===== src/hw/drc_regs.svh =====
// Reset values, field widths and counts for the DAC reset, clear and integrity-flag logic
`ifndef DRC_REGS_SVH
`define DRC_REGS_SVH

// Number of converter channels
`define DRC_NUM_CH 4
// Span field width and its power-up value (unipolar 0 V to 5 V)
`define DRC_SPAN_W 4
`define DRC_SPAN_RST 4'h0
// Code field width and its power-up value (zero volts)
`define DRC_CODE_W 16
`define DRC_CODE_RST 16'h0000
// Integrity flag level at power-up (asserted, low)
`define DRC_FLAG_RST 1'h0
// Instruction tracker state codes
`define DRC_ST_IDLE 2'h0
`define DRC_ST_ACTIVE 2'h1
`define DRC_ST_ABORTED 2'h2

`endif


===== src/hw/drc_pkg.sv =====
// Types shared by the DAC reset, clear and integrity-flag logic
`include "drc_regs.svh"

package drc_pkg;

  // One channel's span field
  typedef logic [`DRC_SPAN_W-1:0] drc_span_type;

  // Tracker of the instruction framed by the select/load strobe
  typedef enum logic [1:0] {
    DRC_IDLE = `DRC_ST_IDLE,
    DRC_ACTIVE = `DRC_ST_ACTIVE,
    DRC_ABORTED = `DRC_ST_ABORTED
  } drc_instr_type;

endpackage


===== src/hw/drc_integrity_flag.sv =====
// Active-low data-integrity flag: set by loss events, released by a completed update
`timescale 1ns/1ps
`include "drc_regs.svh"

module drc_integrity_flag (
  // Clock and reset
  input wire logic clock,
  input wire logic sys_rst,
  // Events
  input wire logic loss_evt,
  input wire logic update_done,
  // Flag
  output logic flag_n
);
  import drc_pkg::*;

  logic flag_n_r;
  logic flag_n_nxt;

  // Loss wins over release so an event in the release cycle is never missed
  always_comb begin
    flag_n_nxt = flag_n_r;
    if (loss_evt) begin
      flag_n_nxt = 1'h0;
    end else if (update_done) begin
      flag_n_nxt = 1'h1;
    end
  end

  // Flag register, asserted out of reset
  always_ff @(posedge clock or posedge sys_rst) begin
    if (sys_rst) begin
      flag_n_r <= `DRC_FLAG_RST;
    end else begin
      flag_n_r <= flag_n_nxt;
    end
  end

  assign flag_n = flag_n_r;
endmodule // drc_integrity_flag


===== src/hw/drc_reset_clear.sv =====
// Reset, system clear and update control of span and code registers for a quad DAC
// Function
// - Power-up puts every channel in the 0 V to 5 V unipolar span, span field all zeros.
// - Power-up clears every input and DAC register so each output starts at zero volts.
// - In manual span mode the strapped span is loaded with the code into each channel that the update selects.
// - A low clear input resets the active span and code registers of all channels to zero.
// - A system clear leaves input registers untouched so a later update restores them.
// - Clear during an instruction (strobe low) aborts it; its input writes are dropped.
// - The integrity flag goes low at power-up, on system clear, or on a supply dip.
// - The integrity flag stays low until a valid update completes, then goes high.
// - A low-going asynchronous update copies input code and span (strapped span in manual mode) into all DAC registers.
// - The asynchronous update is ignored unless the select/load strobe is high.
`timescale 1ns/1ps
`include "drc_regs.svh"

module drc_reset_clear #(
  parameter int NUM_CH = `DRC_NUM_CH,
  parameter int CODE_W = `DRC_CODE_W
) (
  // Clock and reset
  input wire logic clock,
  input wire logic sys_rst,
  // Power monitor
  input wire logic power_on_rst,
  input wire logic supply_dip,
  // Host pins
  input wire logic system_clear_n,
  input wire logic select_load_n,
  input wire logic async_update_n,
  // Span strapping
  input wire logic span_manual,
  input wire drc_pkg::drc_span_type span_select,
  // Input register writes from the serial decoder
  input wire logic in_wr_valid,
  input wire logic in_wr_is_span,
  input wire logic [NUM_CH-1:0] in_wr_mask,
  input wire logic [CODE_W-1:0] in_wr_data,
  // Update requests from the serial decoder
  input wire logic ser_update_valid,
  input wire logic [NUM_CH-1:0] ser_update_mask,
  // Register contents
  output drc_pkg::drc_span_type [NUM_CH-1:0] in_span,
  output logic [NUM_CH-1:0][CODE_W-1:0] in_code,
  output drc_pkg::drc_span_type [NUM_CH-1:0] dac_span,
  output logic [NUM_CH-1:0][CODE_W-1:0] dac_code,
  // Status
  output logic instr_aborted,
  output logic integrity_flag_n
);
  import drc_pkg::*;

  drc_instr_type state_r;
  drc_instr_type state_nxt;
  logic aborted_r;
  logic aborted_nxt;
  logic async_prev_r;
  logic async_prev_nxt;
  drc_span_type [NUM_CH-1:0] in_span_r;
  drc_span_type [NUM_CH-1:0] in_span_nxt;
  logic [NUM_CH-1:0][CODE_W-1:0] in_code_r;
  logic [NUM_CH-1:0][CODE_W-1:0] in_code_nxt;
  drc_span_type [NUM_CH-1:0] dac_span_r;
  drc_span_type [NUM_CH-1:0] dac_span_nxt;
  logic [NUM_CH-1:0][CODE_W-1:0] dac_code_r;
  logic [NUM_CH-1:0][CODE_W-1:0] dac_code_nxt;
  logic abort_now;
  logic wr_ok;
  logic async_take;
  logic [NUM_CH-1:0] upd_mask;
  logic upd_done;
  logic loss_evt;

  // Instruction may still act: no clear now and not killed earlier in the window
  function automatic logic instr_ok(input drc_instr_type st, input logic kill);
    return !kill && (st != DRC_ABORTED);
  endfunction

  // Clear landing inside a strobe-low window kills the instruction
  assign abort_now = !select_load_n && !system_clear_n;
  assign wr_ok = !select_load_n && instr_ok(state_r, abort_now);
  // Falling edge of the update pin counts only with the strobe high
  assign async_take = async_prev_r && !async_update_n && select_load_n;
  // Serial requests of an aborted instruction are dropped with its writes
  always_comb begin
    upd_mask = '0;
    if (ser_update_valid && instr_ok(state_r, abort_now)) begin
      upd_mask = ser_update_mask;
    end
    if (async_take) begin
      upd_mask = '1;
    end
  end
  // An update only completes while clear is released
  assign upd_done = (|upd_mask) && system_clear_n && !power_on_rst;
  assign loss_evt = power_on_rst || !system_clear_n || supply_dip;

  // Instruction tracker and edge memory of the update pin
  always_comb begin
    state_nxt = state_r;
    unique case (state_r)
      DRC_IDLE: begin
        if (!select_load_n) begin
          state_nxt = abort_now ? DRC_ABORTED : DRC_ACTIVE;
        end
      end
      DRC_ACTIVE: begin
        if (select_load_n) begin
          state_nxt = DRC_IDLE;
        end else if (abort_now) begin
          state_nxt = DRC_ABORTED;
        end
      end
      DRC_ABORTED: begin
        // Only the strobe going high ends a killed instruction
        if (select_load_n) begin
          state_nxt = DRC_IDLE;
        end
      end
      default: begin
        // Unused code, recover to idle
        state_nxt = DRC_IDLE;
      end
    endcase
    aborted_nxt = (state_nxt == DRC_ABORTED);
    async_prev_nxt = async_update_n;
  end

  always_ff @(posedge clock or posedge sys_rst) begin
    if (sys_rst) begin
      state_r <= DRC_IDLE;
      aborted_r <= 1'h0;
      async_prev_r <= 1'h1;
    end else begin
      state_r <= state_nxt;
      aborted_r <= aborted_nxt;
      async_prev_r <= async_prev_nxt;
    end
  end

  // Input and DAC registers; a power-on event outranks everything else
  always_comb begin
    in_span_nxt = in_span_r;
    in_code_nxt = in_code_r;
    dac_span_nxt = dac_span_r;
    dac_code_nxt = dac_code_r;
    if (power_on_rst) begin
      in_span_nxt = {NUM_CH{`DRC_SPAN_RST}};
      in_code_nxt = {NUM_CH{`DRC_CODE_RST}};
      dac_span_nxt = {NUM_CH{`DRC_SPAN_RST}};
      dac_code_nxt = {NUM_CH{`DRC_CODE_RST}};
    end else begin
      for (int ch = 0; ch < NUM_CH; ch++) begin
        // Input registers are never touched by clear itself
        if (wr_ok && in_wr_valid && in_wr_mask[ch]) begin
          if (in_wr_is_span) begin
            in_span_nxt[ch] = in_wr_data[`DRC_SPAN_W-1:0];
          end else begin
            in_code_nxt[ch] = in_wr_data;
          end
        end
        if (!system_clear_n) begin
          // Held at zero for the whole low time, updates lose
          dac_span_nxt[ch] = `DRC_SPAN_RST;
          dac_code_nxt[ch] = `DRC_CODE_RST;
        end else if (upd_mask[ch]) begin
          // Strapped span rides along with the code in manual mode
          dac_span_nxt[ch] = span_manual ? span_select : in_span_r[ch];
          dac_code_nxt[ch] = in_code_r[ch];
        end
      end
    end
  end

  always_ff @(posedge clock or posedge sys_rst) begin
    if (sys_rst) begin
      in_span_r <= {NUM_CH{`DRC_SPAN_RST}};
      in_code_r <= {NUM_CH{`DRC_CODE_RST}};
      dac_span_r <= {NUM_CH{`DRC_SPAN_RST}};
      dac_code_r <= {NUM_CH{`DRC_CODE_RST}};
    end else begin
      in_span_r <= in_span_nxt;
      in_code_r <= in_code_nxt;
      dac_span_r <= dac_span_nxt;
      dac_code_r <= dac_code_nxt;
    end
  end

  // Flag tracking
  drc_integrity_flag u_flag (
    .clock(clock),
    .sys_rst(sys_rst),
    .loss_evt(loss_evt),
    .update_done(upd_done),
    .flag_n(integrity_flag_n)
  );

  // Outputs come straight from registers
  assign in_span = in_span_r;
  assign in_code = in_code_r;
  assign dac_span = dac_span_r;
  assign dac_code = dac_code_r;
  assign instr_aborted = aborted_r;
endmodule // drc_reset_clear


===== config.mk =====
export PLATFORM = sky130hd
export DESIGN_NAME = drc_reset_clear
export DESIGN_NICKNAME = d
export VERILOG_FILES = /design/src/hw/drc_pkg.sv /design/src/hw/drc_integrity_flag.sv /design/src/hw/drc_reset_clear.sv
export VERILOG_INCLUDE_DIRS = /design/src /design/src/hw
export SDC_FILE = /design/constraint.sdc
export NUM_CORES = 1
export LEC_CHECK = 0
export BUFFER_PORTS_ARGS = -buffer_cell sky130_fd_sc_hd__buf_2
export CAP_MARGIN = 5
export CORE_MARGIN = 3
export CORE_UTILIZATION = 35
export CTS_CLUSTER_DIAMETER = 80
export DETAILED_ROUTE_END_ITERATION = 10
export PLACE_DENSITY = 0.62
export SLEW_MARGIN = 20
export SYNTH_ARGS = -nofsm -noshare
export SYNTH_HDL_FRONTEND = slang
export SYNTH_SLANG_ARGS = --single-unit

===== constraint.sdc =====
create_clock -name clock -period 4.9 [get_ports clock]
set_input_delay 0.49 -clock clock [delete_from_list [all_inputs] [get_ports clock]]
set_output_delay 0.49 -clock clock [all_outputs]
set_load 0.05 [all_outputs]

# Word level (Yosys, flattened, before mapping)
# Cells that the tools add are included.
# word_totals
input_bits,39
ff_bits,165
# op_classes
mux,44
n_reduce_logical,36
n_eq_ne,9
# ops
operator,n
$mux W16,15
$mux W64,2
$mux W4,19
$reduce_and A2 Y1,8
$logic_and A1 B1 Y1,13
$ne A3 B2 Y1 const B,4
$reduce_bool A2 Y1,6
$mux W2,5
$pmux W2 S3,1
$logic_not A1 Y1,5
$eq A2 B2 Y1 const B,2
$ne A2 B2 Y1 const B,2
$reduce_or A4 Y1,1
$eq A2 B1 Y1 const B,1
$logic_not A2 Y1,1
$logic_or A1 B1 Y1,2
$mux W1,2

# Longest topological paths before layout
# depth
depth_word,12
mapped_depth,6
depth_no_buf,3

# Modules after synthesis
# Synthesis repeated with hierarchy kept, for this count alone.
# hier_totals
cells_unflattened,680
area_unflattened_um2,7708.6
# by_module_without_submodules
mod,area_per_inst_um2,instances,seq_area_each_um2,cells_per_inst
drc_reset_clear,7669.9,1,4105.2,677
drc_integrity_flag,38.8,1,25.0,3

# Worst setup path before layout
# OpenSTA, ideal clock, no wires.
# synth_path
path_kind,input -> register
start,in span_manual
end,reg dac_span_r (netlist bit dac_span[10])
setup_ns,0.126
arrival_ns,1.333
setup_slack_ns,3.441
stages,5
path_cell_list,buf_2 > buf_2 > mux2_2 > nand2_1 > mux2i_1
# synth_between
elab_chain_len,4
# synth_lines
item,line,source
"start, declared",drc_reset_clear.sv:31,"input wire logic span_manual,"
$mux W4,drc_reset_clear.sv:167,dac_span_nxt[ch] = span_manual ? span_select : in_span_r[ch];
$mux W4,drc_reset_clear.sv:165,end else if (upd_mask[ch]) begin
$mux W4,drc_reset_clear.sv:161,if (!system_clear_n) begin
$mux W16,drc_reset_clear.sv:146,if (power_on_rst) begin
"end signal, assigned",drc_reset_clear.sv:178,dac_span_r <= {NUM_CH{`DRC_SPAN_RST}};
"end signal, assigned",drc_reset_clear.sv:183,dac_span_r <= dac_span_nxt;
"end, declared",drc_reset_clear.sv:62,drc_span_type [NUM_CH-1:0] dac_span_r;
# No other way between the ends. The select of a mux whose other input is x is not followed.
# A chain may end at the register's enable or synchronous reset.

# Final worst setup path
# layout_path
start,reg state_r[0]
end,reg dac_code_r (netlist bit dac_code[8])
# layout_between
elab_chain_len,6
# layout_lines
item,line,source
"start, declared",drc_reset_clear.sv:52,drc_instr_type state_r;
"start signal, assigned",drc_reset_clear.sv:134,state_r <= state_nxt;
$ne A2 B2 Y1,drc_reset_clear.sv:75,return !kill && (st != DRC_ABORTED);
$logic_and A1 B1 Y1,drc_reset_clear.sv:75,
$logic_and A1 B1 Y1,drc_reset_clear.sv:86,"if (ser_update_valid && instr_ok(state_r, abort_now)) begin"
$mux W4,drc_reset_clear.sv:86,
$mux W4,drc_reset_clear.sv:89,if (async_take) begin
$ne A3 B2 Y1 (no source line),--,
"end signal, assigned",drc_reset_clear.sv:179,dac_code_r <= {NUM_CH{`DRC_CODE_RST}};
"end signal, assigned",drc_reset_clear.sv:184,dac_code_r <= dac_code_nxt;
"end, declared",drc_reset_clear.sv:64,logic [NUM_CH-1:0][CODE_W-1:0] dac_code_r;
# No other way between the ends.

==> flow_metrics.tcl <==
set metrics [dict create \
    insertion_delay_ps 420 \
    grt_usage 0.1835 \
    synth_top_area_frac 0.5384 \
    synth_area_um2 7622 \
    antenna_found_initial 1 \
    synth_cells 679 \
    cts_resized 0 \
    hold_viol_final 0 \
    drive_gt1_frac 0.3016 \
    setup_tns_ps 0 \
    synth_nets 718 \
    synth_edf_count 0 \
    dp_hpwl_um 14570 \
    slowest_delay_ps 1070 \
    clk_path_buf_depth 2 \
    finalWirelength_um 21280 \
    hold_path_depth 1 \
    crit_slowest_cell "a31oi_4" \
    clock.fmax_ghz 0.4164 \
    maxCapViolCount 0 \
    critPathBufInv 0 \
    overflow 0 \
    yosys_warnings 0 \
    cts_buffers 17 \
    ir_drop_mv 0.2137 \
    end_kind "flip-flop" \
    yosysMostFrequentCell "dfrtp_1" \
    period_share 0.4901 \
    critPathLaunchType "flip-flop" \
    grt_max_degree 87 \
    drc_errors 0 \
    worst_path_dominant_cell_family "compound AO/OA/AOI/OAI gates" \
    max-slew-margin-rel 0.3003 \
    final_cells 1138 \
    timing.critical_path.cells "nand2b_1 -> a31oi_4 -> mux2i_1" \
    die_w_um 153.6 \
    core-area_um2 21220 \
    status "completed" \
    synthArstFlopShare 1.000 \
    clk_pin_slew_ps 70 \
    finalCriticalPeriod_ps 2402 \
    drtIter0Drc 319 \
    first_global_vias 5430 \
    dr.pass1.iters 4 \
    worst_pin_slew_ps 1050 \
    ys_types 33 \
    gp_congestion 0.7418 \
    rsz0062_at_grt "false" \
    syn_to_final_growth_pct 22.70 \
    start_util 0.3592 \
    crit_fanout 20 \
    grt_pass1_wl_um 33600 \
    cts_setup_buffers 0 \
    io_buffers 200 \
    root_buffer "clkbuf_16" \
    hold_buffers 0 \
    viasPerCell 4.811 \
    die_h_um 153.6 \
    synth_flop_cell "dfrtp_1" \
    critPathArrivalTime_ps 2740 \
    nets 889 \
    yosysSeqAreaShare 0.5419 \
    skew_ps 8.867 \
    hold_path.class "input port to flip-flop" \
    rows 53 \
    pin_count 201 \
    drtAntennaViolNets 0 \
    yosys.area.top_type "dfrtp_1" \
    ys_top_cells_by_area "dfrtp_1, mux2i_1, nand2b_1, nand2_1, mux2_2" \
    vias 5475 \
    p_leak_nw 5.141 \
    dp.cells 1106 \
    cts.sink_count 165 \
    synth_seq_cells 165 \
    p_per_area_nw_per_um2 314.9 \
    cp_data_required_time_ps 5240 \
    drv_slew 0 \
    wire_per_inst_um 18.70 \
    ff2ff_path_depth 3 \
    htree_num_levels 4 \
    num-fill-cells 2031 \
    dieArea_um2 23590 \
    worstSetupPathType "flip-flop to flip-flop" \
    setup-violations-final 0 \
    cp.depth 3 \
    cts_tree "yes" \
    synth.avg_cell_area_um2 11.23 \
    synth_common_cells "dfrtp_1, mux2i_1, nand2_1, nand2b_1, buf_2" \
]
## routing by layer
| layer | vias up | track usage | part of all wire |
|---|---|---|---|
| met1 | 2650 | 0.2680 | 0.48 |
| li1 | 2635 | - | - |
| met3 | 22 | 0.04278 | 0.054 |
| met5 | - | 0 | 0 |
| met2 | 168 | 0.2734 | 0.45 |
| met4 | 0 | 0.05467 | 0.017 |
## through the flow
step                      hold WS (ps)    util  setup WS, ps  area, um^2  total power [mW]
after floorplan                  417.4       -          2312        7626             1.606
after global placement           436.5  0.4138          2548        8781             1.691
final                            189.6  0.4407          2498        9353             2.945
after detailed placement         451.0  0.4138          2506        8781             1.691
after global routing             157.7  0.4407          2304        9353             3.070
after CTS                        163.4  0.4402          2500        9341             2.983
## final timing paths
| check | to | startpoint | slack (ps) |
|---|---|---|---|
| max | dac_code[8] | state_r[0] | 2500 |
| min in group asynchronous | in_code[36] | sys_rst | 220 |
| max in group asynchronous | dac_span[5] | sys_rst | 3340 |
| min reg2reg | state_r[0] | state_r[1] | 460 |
| max reg2reg | dac_code[8] | state_r[0] | 2500 |
| min | async_prev_r | async_update_n | 190 |
## logic make-up (layout without fill, tap and decap cells)
logic type             Yosys count  in the layout  synth area share
AO/OA/AOI/OAI                   28             28           0.02479
flip-flops                     165            165            0.5419
buffers and inverters           54            237           0.03972
AND/OR/NAND/NOR                276            276            0.1868
other                            0              1                 0
multiplexers                   156            156            0.2068
## cells in the final DEF (no fill, tap or decap), types with 4 or more instances in the layout
master	instances
dfrtp_1	164
nand3_1	21
clkbuf_16	17
buf_2	200
nand2b_1	98
mux2i_1	144
o22ai_1	16
nand2_1	136
mux2_2	12
o32ai_1	4
clkinvlp_4	5
a31oi_4	4
buf_4	4
## where the power goes
part,switching [mW],leakage [nW],internal (mW)
Clock,0.555,0.262,0.728
Combinational,0.196,2.58,0.0812
Sequential,0.0104,2.29,1.38
Total,0.761,5.14,2.18
## layout make-up
type	instances	area (um^2)	area share
sequential	165	4130	0.4416
multi-input combinational	460	3257	0.3482
timing repair buffer	205	1051	0.1124
clock buffer	21	460.4	0.04923
tap	275	344.1	0.03679
clock inverter	10	100.1	0.01070
inverter	1	7.507	0.0008027
antenna	1	2.502	0.0002676
## worst reg2reg max path, stage by stage, from the launching register on
cell and delay, ps:
dfrtp_1 350, nand2b_1 600, a31oi_4 1080, mux2i_1 290
## registers in the layout (all words and copies together), names as in the netlist
name           flops
instr_aborted      1
in_span           16
state_r            2
u_flag.flag_n      1
async_prev_r       1
dac_code          64
dac_span          16
in_code           64
No activity file was read; power rests on OpenSTA's default activity.
